$ cat config.mk
export PLATFORM = sky130hd
export DESIGN_NAME = cocr_regs
export DESIGN_NICKNAME = d
export VERILOG_FILES = /design/src/shared/cocr_pkg.sv /design/src/rtl/cocr_debounce.sv /design/src/rtl/cocr_alert.sv /design/src/rtl/cocr_regs.sv
export SDC_FILE = /design/constraint.sdc
export NUM_CORES = 1
export LEC_CHECK = 0
export ABC_AREA = 1
export BUFFER_PORTS_ARGS = -buffer_cell sky130_fd_sc_hd__buf_4
export CAP_MARGIN = 20
export CORE_MARGIN = 1
export CORE_UTILIZATION = 45
export DETAILED_ROUTE_END_ITERATION = 12
export HOLD_SLACK_MARGIN = 0.06
export PLACE_DENSITY = 0.66
export SLEW_MARGIN = 25
export SYNTH_ARGS = -nofsm -noshare
export SYNTH_HDL_FRONTEND = slang
export SYNTH_SLANG_ARGS = --single-unit
$ cat constraint.sdc
create_clock -name sys_clk_i -period 3.5 [get_ports sys_clk_i]
set_clock_uncertainty 0.15 [all_clocks]
set_input_delay 0.35 -clock sys_clk_i [delete_from_list [all_inputs] [get_ports sys_clk_i]]
set_output_delay 0.35 -clock sys_clk_i [all_outputs]
set_load 0.05 [all_outputs]
$ cat src/shared/cocr_pkg.sv
// Purpose: constants and carriers of the charger option register bank
// Assumes: 125 MHz system clock
// Notes  : all registers are 16 bits wide
package cocr_pkg;
   // ************************************************************
   // command codes and reset values
   // ************************************************************
   localparam logic [7:0]  CMD_PROT  = 8'h3D;
   localparam logic [7:0]  CMD_OPT   = 8'h4C;
   localparam logic [7:0]  CMD_THR   = 8'h4E;
   localparam logic [15:0] PROT_RST  = 16'h0000;
   localparam logic [15:0] OPT_RST   = 16'h0000;
   localparam logic [15:0] THR_RST   = 16'h0000;
   localparam logic [15:0] OPT_WMASK = 16'hFFFB;
   localparam logic [15:0] THR_WMASK = 16'h00FD;
   // ************************************************************
   // field positions
   // ************************************************************
   localparam int PROT_REV_DB   = 13;
   localparam int PROT_CMP_REF  = 4;
   localparam int PROT_CMP_DIS  = 3;
   localparam int PROT_CMP_INV  = 2;
   localparam int PROT_SOC_DIS  = 1;
   localparam int PROT_BOV_EN   = 0;
   localparam int OPT_NO_REREAD = 15;
   localparam int OPT_NO_RELOAD = 14;
   localparam int OPT_TERM_LONG = 13;
   localparam int OPT_TMO_HI    = 12;
   localparam int OPT_TMO_LO    = 11;
   localparam int OPT_SHIP      = 10;
   localparam int OPT_PWR_GAIN  = 9;
   localparam int OPT_IDM_LONG  = 8;
   localparam int OPT_HOST_CHG  = 7;
   localparam int OPT_FB_HALF   = 6;
   localparam int OPT_ICL_DIS   = 5;
   localparam int OPT_ICL_BDIS  = 4;
   localparam int OPT_MON_REV   = 3;
   localparam int OPT_SOFT_RST  = 2;
   localparam int OPT_PERIOD_X2 = 1;
   localparam int OPT_REV_FAST  = 0;
   localparam int THR_EN_REVOC  = 7;
   localparam int THR_EN_BATABS = 6;
   localparam int THR_EN_ADP    = 5;
   localparam int THR_EN_CMP    = 4;
   localparam int THR_DB_HI     = 3;
   localparam int THR_DB_LO     = 2;
   localparam int THR_CLR       = 1;
   localparam int THR_LATCH     = 0;
   // ************************************************************
   // timing
   // ************************************************************
   localparam int DB_W        = 15;
   localparam int TMO_W       = 35;
   localparam int CLK_MHZ     = 125;
   localparam longint CLK_KHZ = 125000;
   localparam int DB0_NS      = 2000;
   localparam int DB1_NS      = 25000;
   localparam int DB2_NS      = 125000;
   localparam int DB3_NS      = 250000;
   localparam logic [DB_W-1:0] DB0_CYC = DB_W'((DB0_NS * CLK_MHZ + 999) / 1000);
   localparam logic [DB_W-1:0] DB1_CYC = DB_W'((DB1_NS * CLK_MHZ + 999) / 1000);
   localparam logic [DB_W-1:0] DB2_CYC = DB_W'((DB2_NS * CLK_MHZ + 999) / 1000);
   localparam logic [DB_W-1:0] DB3_CYC = DB_W'((DB3_NS * CLK_MHZ + 999) / 1000);
   localparam longint TMO0_MS = 175000;
   localparam longint TMO1_MS = 87500;
   localparam longint TMO2_MS = 43750;
   localparam longint TMO3_MS = 5000;
   localparam logic [TMO_W-1:0] TMO0_CYC = TMO_W'(TMO0_MS * CLK_KHZ);
   localparam logic [TMO_W-1:0] TMO1_CYC = TMO_W'(TMO1_MS * CLK_KHZ);
   localparam logic [TMO_W-1:0] TMO2_CYC = TMO_W'(TMO2_MS * CLK_KHZ);
   localparam logic [TMO_W-1:0] TMO3_CYC = TMO_W'(TMO3_MS * CLK_KHZ);
   // ************************************************************
   // carriers
   // ************************************************************
   typedef struct packed {
      logic [7:0]  cmd;
      logic        wr;
      logic        rd;
      logic [15:0] wdata;
   } cocr_req_t;
   typedef struct packed {
      logic       cmp_ref_2v;
      logic       cmp_enable;
      logic       sev_oc_prot_en;
      logic       bat_ov_prot_en;
      logic       rev_db_short;
      logic       reread_disable;
      logic       reload_disable;
      logic       term_200ms;
      logic [1:0] timeout_sel;
      logic       batt_gate_force_off;
      logic       power_gain_low;
      logic       idm_exit_80ms;
      logic       host_charge_ctrl;
      logic       fb_gain_half;
      logic       icl_loop_en;
      logic       monitor_reverse;
      logic       period_double;
      logic       rev_start_1ms;
   } cocr_cfg_t;
endpackage

$ cat src/rtl/cocr_debounce.sv
// Purpose: level qualifier, output rises after the level held a set number of cycles
// Assumes: level_i synchronous to sys_clk_i
// Notes  : output drops in the cycle after the level drops
`timescale 1ns/1ps
`default_nettype none
module cocr_debounce #(
   parameter int W = 15
) (
   input  wire logic         sys_clk_i,
   input  wire logic         srst_i,
   input  wire logic         level_i,
   input  wire logic [W-1:0] cycles_i,
   output var  logic         stable_o
);
   logic [W-1:0] cnt_r;
   logic [W-1:0] cnt_nxt;
   logic         stable_r;
   logic         stable_nxt;

   always_comb begin
      cnt_nxt    = cnt_r;
      stable_nxt = stable_r;
      if (!level_i) begin
         cnt_nxt    = '0;
         stable_nxt = 1'b0;
      end else if (!stable_r) begin
         if (cnt_r + W'(1) >= cycles_i) begin
            stable_nxt = 1'b1;
         end else begin
            cnt_nxt = cnt_r + W'(1);
         end
      end
   end

   always_ff @(posedge sys_clk_i) begin
      if (srst_i) begin
         cnt_r    <= '0;
         stable_r <= 1'b0;
      end else begin
         cnt_r    <= cnt_nxt;
         stable_r <= stable_nxt;
      end
   end

   assign stable_o = stable_r;
endmodule // cocr_debounce
`default_nettype wire

$ cat src/rtl/cocr_alert.sv
// Purpose: throttle alert output with optional latch and clear
// Assumes: clear_i is a one-cycle pulse
// Notes  : a trip in the clear cycle keeps the alert set
`timescale 1ns/1ps
`default_nettype none
module cocr_alert (
   input  wire logic sys_clk_i,
   input  wire logic srst_i,
   input  wire logic trip_i,
   input  wire logic latch_i,
   input  wire logic clear_i,
   output var  logic alert_n_o
);
   logic held_r;
   logic held_nxt;
   logic alert_n_r;
   logic alert_n_nxt;

   always_comb begin
      held_nxt    = latch_i & (trip_i | (held_r & ~clear_i));
      alert_n_nxt = ~(trip_i | held_nxt);
   end

   always_ff @(posedge sys_clk_i) begin
      if (srst_i) begin
         held_r    <= 1'b0;
         alert_n_r <= 1'b1;
      end else begin
         held_r    <= held_nxt;
         alert_n_r <= alert_n_nxt;
      end
   end

   assign alert_n_o = alert_n_r;
endmodule // cocr_alert
`default_nettype wire

$ cat src/rtl/cocr_regs.sv
// Purpose: protection, charger option and throttle trigger configuration registers
// Assumes: host protocol engine gives one-cycle rd/wr strobes with a command code
// Notes  : fields reach cfg_o one cycle after they are stored
//
// How it works
// - protect bit 4 picks comparator reference, 0 low level, 1 high level.
// - protect bit 3 at 1 disables the comparator; 0 keeps it on.
// - protect bit 2 inverts comparator output; 0 gives high while above reference.
// - protect bit 1 at 1 disables severe overcurrent protection.
// - protect bit 0 at 1 enables battery overvoltage protection.
// - option bit 15 at 1 suppresses config resistor reread.
// - option bit 14 at 1 stops input limit reload on adapter plug-in.
// - option bit 13 picks long autonomous termination time.
// - option bits 12:11 select host communication timeout, four lengths.
// - option bit 10 at 1 forces the battery switch gate off.
// - option bit 9 at 1 selects the lower power monitor gain.
// - option bit 8 at 1 selects the longer ideal diode exit timer.
// - option bit 7 at 1 hands charging current to the host.
// - option bit 6 at 1 halves adapter and charge loop feedback gain.
// - option bit 5 disables input limit loop; bit 4 only when battery absent.
// - option bit 3 at 1 reports reverse and discharge current.
// - writing 1 to option bit 2 restores all registers to defaults.
// - option bit 1 at 1 doubles the switching period.
// - option bit 0 shortens reverse start-up only with short reverse debounce.
// - throttle bits 7:4 enable alert from four separate sources.
// - throttle bits 3:2 select debounce for adapter loss or battery removal.
// - throttle bit 0 latches alert until 1 written to bit 1.
// - protect bit 13 at 1 selects the short reverse enable debounce.
`timescale 1ns/1ps
`default_nettype none
module cocr_regs #(
   parameter logic [14:0] DB2_CYC  = cocr_pkg::DB2_CYC,
   parameter logic [14:0] DB3_CYC  = cocr_pkg::DB3_CYC,
   parameter logic [34:0] TMO0_CYC = cocr_pkg::TMO0_CYC,
   parameter logic [34:0] TMO1_CYC = cocr_pkg::TMO1_CYC,
   parameter logic [34:0] TMO2_CYC = cocr_pkg::TMO2_CYC,
   parameter logic [34:0] TMO3_CYC = cocr_pkg::TMO3_CYC
) (
   input  wire logic                sys_clk_i,
   input  wire logic                srst_i,
   input  wire cocr_pkg::cocr_req_t req_i,
   input  wire logic                comparator_input_above_i,
   input  wire logic                battery_absent_i,
   input  wire logic                adapter_present_i,
   input  wire logic                reverse_output_current_over_i,
   output var  logic [15:0]         reg_rdata_o,
   output var  logic                reg_ack_o,
   output var  logic                comparator_output_o,
   output var  logic                throttle_alert_n_o,
   output var  logic                charger_timeout_o,
   output var  cocr_pkg::cocr_cfg_t cfg_o
);
   // ************************************************************
   // declarations
   // ************************************************************
   logic [15:0]         prot_r;
   logic [15:0]         prot_nxt;
   logic [15:0]         opt_r;
   logic [15:0]         opt_nxt;
   logic [15:0]         thr_r;
   logic [15:0]         thr_nxt;
   logic                clr_r;
   logic                clr_nxt;
   logic                soft_rst;
   logic [15:0]         rdata_r;
   logic [15:0]         rdata_nxt;
   logic                ack_r;
   logic                ack_nxt;
   cocr_pkg::cocr_cfg_t cfg_r;
   cocr_pkg::cocr_cfg_t cfg_nxt;
   logic                cmp_out_r;
   logic                cmp_out_nxt;
   logic                cmp_above_r;
   logic                cmp_en;
   logic                cmp_rise;
   logic                trip;
   logic                adp_lost_db;
   logic                bat_gone_db;
   logic                host_idle;
   logic [14:0]         db_cycles;
   logic [34:0]         tmo_cycles;

   // ************************************************************
   // register writes
   // ************************************************************
   always_comb begin
      prot_nxt = prot_r;
      opt_nxt  = opt_r;
      thr_nxt  = thr_r;
      clr_nxt  = 1'b0;
      soft_rst = 1'b0;
      if (req_i.wr) begin
         case (req_i.cmd)
            cocr_pkg::CMD_PROT: begin
               prot_nxt = req_i.wdata;
            end
            cocr_pkg::CMD_OPT: begin
               soft_rst = req_i.wdata[cocr_pkg::OPT_SOFT_RST];
               opt_nxt  = req_i.wdata & cocr_pkg::OPT_WMASK;
            end
            cocr_pkg::CMD_THR: begin
               thr_nxt = req_i.wdata & cocr_pkg::THR_WMASK;
               clr_nxt = req_i.wdata[cocr_pkg::THR_CLR];
            end
            default: begin
               clr_nxt = 1'b0;
            end
         endcase
      end
      if (soft_rst) begin
         prot_nxt = cocr_pkg::PROT_RST;
         opt_nxt  = cocr_pkg::OPT_RST;
         thr_nxt  = cocr_pkg::THR_RST;
      end
   end

   always_ff @(posedge sys_clk_i) begin
      if (srst_i) begin
         prot_r <= cocr_pkg::PROT_RST;
         opt_r  <= cocr_pkg::OPT_RST;
         thr_r  <= cocr_pkg::THR_RST;
         clr_r  <= 1'b0;
      end else begin
         prot_r <= prot_nxt;
         opt_r  <= opt_nxt;
         thr_r  <= thr_nxt;
         clr_r  <= clr_nxt;
      end
   end

   // ************************************************************
   // register reads
   // ************************************************************
   always_comb begin
      rdata_nxt = rdata_r;
      if (req_i.rd) begin
         case (req_i.cmd)
            cocr_pkg::CMD_PROT: rdata_nxt = prot_r;
            cocr_pkg::CMD_OPT:  rdata_nxt = opt_r;
            cocr_pkg::CMD_THR:  rdata_nxt = thr_r;
            default:            rdata_nxt = 16'h0000;
         endcase
      end
      ack_nxt = req_i.rd | req_i.wr;
   end

   always_ff @(posedge sys_clk_i) begin
      if (srst_i) begin
         rdata_r <= 16'h0000;
         ack_r   <= 1'b0;
      end else begin
         rdata_r <= rdata_nxt;
         ack_r   <= ack_nxt;
      end
   end

   assign reg_rdata_o = rdata_r;
   assign reg_ack_o   = ack_r;

   // ************************************************************
   // decoded configuration and comparator
   // ************************************************************
   always_comb begin
      cmp_en                      = ~prot_r[cocr_pkg::PROT_CMP_DIS];
      cfg_nxt.cmp_ref_2v          = prot_r[cocr_pkg::PROT_CMP_REF];
      cfg_nxt.cmp_enable          = cmp_en;
      cfg_nxt.sev_oc_prot_en      = ~prot_r[cocr_pkg::PROT_SOC_DIS];
      cfg_nxt.bat_ov_prot_en      = prot_r[cocr_pkg::PROT_BOV_EN];
      cfg_nxt.rev_db_short        = prot_r[cocr_pkg::PROT_REV_DB];
      cfg_nxt.reread_disable      = opt_r[cocr_pkg::OPT_NO_REREAD];
      cfg_nxt.reload_disable      = opt_r[cocr_pkg::OPT_NO_RELOAD];
      cfg_nxt.term_200ms          = opt_r[cocr_pkg::OPT_TERM_LONG];
      cfg_nxt.timeout_sel         = opt_r[cocr_pkg::OPT_TMO_HI:cocr_pkg::OPT_TMO_LO];
      cfg_nxt.batt_gate_force_off = opt_r[cocr_pkg::OPT_SHIP];
      cfg_nxt.power_gain_low      = opt_r[cocr_pkg::OPT_PWR_GAIN];
      cfg_nxt.idm_exit_80ms       = opt_r[cocr_pkg::OPT_IDM_LONG];
      cfg_nxt.host_charge_ctrl    = opt_r[cocr_pkg::OPT_HOST_CHG];
      cfg_nxt.fb_gain_half        = opt_r[cocr_pkg::OPT_FB_HALF];
      cfg_nxt.icl_loop_en         = ~(opt_r[cocr_pkg::OPT_ICL_DIS]
                                      | (opt_r[cocr_pkg::OPT_ICL_BDIS]
                                         & battery_absent_i));
      cfg_nxt.monitor_reverse     = opt_r[cocr_pkg::OPT_MON_REV];
      cfg_nxt.period_double       = opt_r[cocr_pkg::OPT_PERIOD_X2];
      cfg_nxt.rev_start_1ms       = opt_r[cocr_pkg::OPT_REV_FAST]
                                    & prot_r[cocr_pkg::PROT_REV_DB];
      // output high while above reference unless inverted; low when disabled
      cmp_out_nxt = cmp_en
                    & (comparator_input_above_i ^ prot_r[cocr_pkg::PROT_CMP_INV]);
      cmp_rise    = cmp_en & comparator_input_above_i & ~cmp_above_r;
   end

   always_ff @(posedge sys_clk_i) begin
      if (srst_i) begin
         cfg_r       <= '0;
         cmp_out_r   <= 1'b0;
         cmp_above_r <= 1'b0;
      end else begin
         cfg_r       <= cfg_nxt;
         cmp_out_r   <= cmp_out_nxt;
         cmp_above_r <= comparator_input_above_i;
      end
   end

   assign cfg_o               = cfg_r;
   assign comparator_output_o = cmp_out_r;

   // ************************************************************
   // throttle alert sources
   // ************************************************************
   always_comb begin
      case (thr_r[cocr_pkg::THR_DB_HI:cocr_pkg::THR_DB_LO])
         2'b00:   db_cycles = cocr_pkg::DB0_CYC;
         2'b01:   db_cycles = cocr_pkg::DB1_CYC;
         2'b10:   db_cycles = DB2_CYC;
         2'b11:   db_cycles = DB3_CYC;
         default: db_cycles = cocr_pkg::DB0_CYC;
      endcase
      trip = (thr_r[cocr_pkg::THR_EN_REVOC]  & reverse_output_current_over_i)
           | (thr_r[cocr_pkg::THR_EN_BATABS] & bat_gone_db)
           | (thr_r[cocr_pkg::THR_EN_ADP]    & adp_lost_db)
           | (thr_r[cocr_pkg::THR_EN_CMP]    & cmp_rise);
   end

   cocr_debounce #(
      .W (cocr_pkg::DB_W)
   ) u_adp_lost (
      .sys_clk_i (sys_clk_i),
      .srst_i    (srst_i),
      .level_i   (~adapter_present_i),
      .cycles_i  (db_cycles),
      .stable_o  (adp_lost_db)
   );

   cocr_debounce #(
      .W (cocr_pkg::DB_W)
   ) u_bat_gone (
      .sys_clk_i (sys_clk_i),
      .srst_i    (srst_i),
      .level_i   (battery_absent_i),
      .cycles_i  (db_cycles),
      .stable_o  (bat_gone_db)
   );

   cocr_alert u_alert (
      .sys_clk_i (sys_clk_i),
      .srst_i    (srst_i),
      .trip_i    (trip),
      .latch_i   (thr_r[cocr_pkg::THR_LATCH]),
      .clear_i   (clr_r),
      .alert_n_o (throttle_alert_n_o)
   );

   // ************************************************************
   // host communication timeout
   // ************************************************************
   always_comb begin
      host_idle = ~(req_i.rd | req_i.wr);
      case (opt_r[cocr_pkg::OPT_TMO_HI:cocr_pkg::OPT_TMO_LO])
         2'b00:   tmo_cycles = TMO0_CYC;
         2'b01:   tmo_cycles = TMO1_CYC;
         2'b10:   tmo_cycles = TMO2_CYC;
         2'b11:   tmo_cycles = TMO3_CYC;
         default: tmo_cycles = TMO0_CYC;
      endcase
   end

   cocr_debounce #(
      .W (cocr_pkg::TMO_W)
   ) u_timeout (
      .sys_clk_i (sys_clk_i),
      .srst_i    (srst_i),
      .level_i   (host_idle),
      .cycles_i  (tmo_cycles),
      .stable_o  (charger_timeout_o)
   );
endmodule // cocr_regs
`default_nettype wire

==> flow_metrics.py <==
metrics = {
    "pwr": {
        "power.leakage_nw": 4.78,
        "seq_power_share_pct": 38.4,
        "switching_share_pct": 33.2,
        "switchingPower_w": 0.00157,
        "intPower_w": 0.00316,
        "cellPowerDensity_mw_per_mm2": 436,
        "p_clk_share_pct": 39.2,
        "combPwrFrac_pct": 22.4,
        "peakVddDrop_mv": 0.417,
    },
    "placement": {
        "place_congestion": 0.866,
        "dp.cells": 1404,
        "dp.final_hpwl_um": 14500,
        "io_buffers": 70,
        "place_area_mm2": 0.00918,
    },
    "floorplanning": {
        "die_w_um": 137,
        "fp.dieH_um": 137,
        "die-area_mm2": 0.0188,
        "initial_utilization_pct": 45.9,
        "pin_count": 71,
        "rows": 49,
        "core-area_mm2": 0.0179,
    },
    "critical_path": {
        "critPathArrivalTime_ns": 3.78,
        "reg2reg_to": "u_timeout.cnt_r[6]",
        "start_kind": "register",
        "reg2reg_depth": 22,
        "worstSetupEndpoint": "u_timeout.cnt_r[6]",
        "timing.critical_path.from": "u_timeout.cnt_r[4]",
        "worst-path-max-fanout": 14,
        "worstPathCellList": "nand2_1 -> nor2_4 -> nand3_4 -> nor2_4 -> nand3_4 -> inv_4 -> nand2_4 -> nor2_4 -> nand2_4 -> nor2_4 -> xor2_2 -> ha_1 -> nand2_1 -> nor2_1 -> a32oi_1 -> nand4_1 -> nor2_8 -> nand3_4 -> buf_12 -> inv_16 -> nand2_1 -> nand2_1",
        "worst-r2r-setup-slack_ns": -0.06,
        "cp-end-kind": "register",
        "max_stage_delay_ns": 0.35,
        "crit-reg2reg-launch": "u_timeout.cnt_r[4]",
        "required_ns": 3.72,
        "critPathKind": "register to register",
        "slowest_stage": "dfxtp_1",
    },
    "logic_synthesis": {
        "synth-edff-count": 0,
        "synthFlopType": "dfxtp_1",
        "synth_cells": 1102,
        "ys_seq_area_share_pct": 35.8,
        "syn-num-nets": 1203,
        "async_flop_share_pct": 0,
        "postSynthAreaPerCell_um2": 7.45,
        "yosysWarnings": 0,
        "synth.ff_latch_count": 147,
        "netlist_area_mm2": 0.00821,
        "ys_types": 45,
    },
    "cts": {
        "cts-root-buf": "clkbuf_16",
        "path_clk_slew_ns": 0.08,
        "numCtsBuffers": 17,
        "cts_tree": "done",
        "h-tree-depth": 4,
        "clockBufferDepth": 2,
        "insertion_delay_ns": 0.44,
        "clock_sinks": 147,
    },
    "layout": {
        "drive_gt1_share_pct": 25.3,
        "final_cell_area_mm2": 0.0108,
        "mostFrequentLayoutCells": "217 x nand2_1, 135 x buf_4, 132 x dfxtp_1",
        "final_common_cell": "nand2_1",
        "multi_input_area_mm2": 0.00516,
        "fin_cells": 1490,
        "nets": 1349,
        "fillers": 1578,
        "area_growth_pct": 32.1,
        "seq_area_mm2": 0.00297,
        "antenna_cells": 0,
    },
    "routing": {
        "vias": 7793,
        "drc": 0,
        "drtAntennaViolNets": 0,
        "wl_per_cell_um": 15.2,
        "dr.first_iter.drc_count": 501,
        "wl_um": 22600,
        "drt_first_pass_iters": 5,
        "via_per_inst": 5.23,
    },
    "run_status": {
        "violations": "setup timing",
        "outcome": "finished with violations",
    },
    "sta": {
        "tightest_slew_ns": 1.02,
        "relSlewSlack_pct": 31.7,
        "post-route-period-util_pct": 102,
        "hold_viol": 0,
        "fin_setup_tns_ns": -1.01,
        "rsz0062_at_grt": "yes",
        "fmax_ghz": 0.281,
        "setup_slack_ns": -0.0602,
        "finalCriticalPeriod_ns": 3.56,
        "setup_violations": 32,
        "whs_ns": 0.0742,
        "report.final.slew_viol_count": 0,
    },
    "hold_path": {
        "hp-class": "input pin to register",
    },
    "global_route": {
        "grt_pass1_wl_um": 33000,
        "grt_max_degree": 45,
        "antenna_found_initial": 0,
        "grt_overflow": 0,
        "grt_pass1_vias": 6963,
        "grt_usage_pct": 22.3,
    },
    "job": {
        "drv_cap": 0,
    },
}
what timing repair did:
| item | CTS | global route |
|---|---|---|
| gates resized for setup | 13 | 118 |
| hold buffers | 17 | 0 |
| hold endpoints to repair | 30 | 0 |
| endpoints found under the setup margin | 51 | 67 |
| pin swaps | 7 | 59 |
| buffers inserted | 4 | 25 |
| gates cloned | 0 | 8 |
cells by family after synthesis:
kind of cell	share of synthesized area [%]
xor+xnor	5.97
simple gates	30.2
fa+ha+maj	10.5
flops	35.8
buf+inv	6.77
compound gates	10.7
critical path, delay by kind of cell, from the launching register on:
family	cells	cell delay, ns
buffers and inverters	3	0.37
DFF	1	0.35
xor gates and xnor gates	1	0.21
adders and majority gates	1	0.30
and+or+nand+nor	16	1.95
AOI/OAI and AO/OA	1	0.14
power by group through the flow:
stage	Clock [W]	Combinational, W	Sequential (W)
after floorplan	0	0.000556	0.00184
after global placement	0	0.000796	0.00184
after detailed placement	0	0.000803	0.00184
after CTS	0.00188	0.000838	0.00180
after global routing	0.00194	0.00118	0.00183
final	0.00185	0.00106	0.00182
cells in the mapped netlist, types with 2 or more instances:
| library cell | n | area, µm² |
|---|---|---|
| nor2_2 | 8 | 50.1 |
| or4_1 | 2 | 15.0 |
| buf_4 | 2 | 15.0 |
| nor2_8 | 2 | 40.0 |
| buf_1 | 5 | 18.8 |
| buf_12 | 2 | 40.0 |
| nor2_1 | 99 | 372 |
| nor4_1 | 4 | 25.0 |
| a21oi_1 | 97 | 485 |
| dfxtp_1 | 147 | 2940 |
| ha_1 | 69 | 863 |
| a21o_1 | 2 | 15.0 |
| inv_1 | 90 | 338 |
| nand3_2 | 6 | 60.1 |
| nor3_1 | 22 | 110 |
| xnor2_1 | 15 | 131 |
| clkbuf_1 | 31 | 116 |
| a22o_1 | 2 | 17.5 |
| nand4_1 | 25 | 156 |
| nand3_1 | 98 | 490 |
| xor2_1 | 41 | 359 |
| nand2_1 | 222 | 833 |
| nor2_4 | 4 | 45.0 |
| o21ai_1 | 2 | 10.0 |
| nand3_4 | 2 | 35.0 |
| nand2_2 | 28 | 175 |
| nand2_4 | 2 | 22.5 |
| o21ai_0 | 53 | 265 |
| o211ai_1 | 4 | 30.0 |
per-layer routing:
layer	wire (µm)	track usage, %
met1	9930	28.7
met2	11200	37.2
met3	891	4.70
met4	578	6.96
met5	0	0
worst min-delay path by stage:
stage / start / cells past startpoint / slack, ns / to
after floorplan: prot_r[1] / 1 / 0.26 / cfg_o[16]
after global placement: opt_r[15] / 2 / 0.28 / cfg_o[13]
after detailed placement: opt_r[15] / 2 / 0.28 / cfg_o[13]
after CTS: req_i[3] / 3 / 0.06 / thr_r[3]
after global routing: req_i[3] / 3 / 0.08 / thr_r[3]
final: req_i[3] / 3 / 0.07 / thr_r[3]
state kept, by name (all words and copies together) (netlist names):
name / cells
u_timeout.cnt_r: 35
cfg_o: 19
prot_r: 16
reg_rdata_o: 16
opt_r: 15
u_adp_lost.cnt_r: 15
u_bat_gone.cnt_r: 15
thr_r: 7
clr_r: 1
cmp_above_r: 1
comparator_output_o: 1
reg_ack_o: 1
u_adp_lost.stable_o: 1
u_alert.alert_n_o: 1
u_alert.held_r: 1
u_bat_gone.stable_o: 1
u_timeout.stable_o: 1
metrics by stage:
step           power [W]  setup WS [ns]  util (%)
6_report         0.00473        -0.0602      60.6
5_1_grt          0.00495         -0.210      60.6
4_1_cts          0.00452        0.00863      56.0
3_5_place_dp     0.00264         -0.162      51.3
3_3_place_gp     0.00263         -0.145      51.3
2_1_floorplan    0.00240        0.00108         -
cell type report:
class,instances,area share (%)
well taps,229,2.64
inverters,93,3.42
repair buffers,165,13.1
clock buffers,17,3.92
repair inverters,2,0.254
multi-input cells,822,47.6
flip-flops and latches,147,27.4
clock inverters,15,1.70
Note: power is estimated with default switching activity, not from simulation.
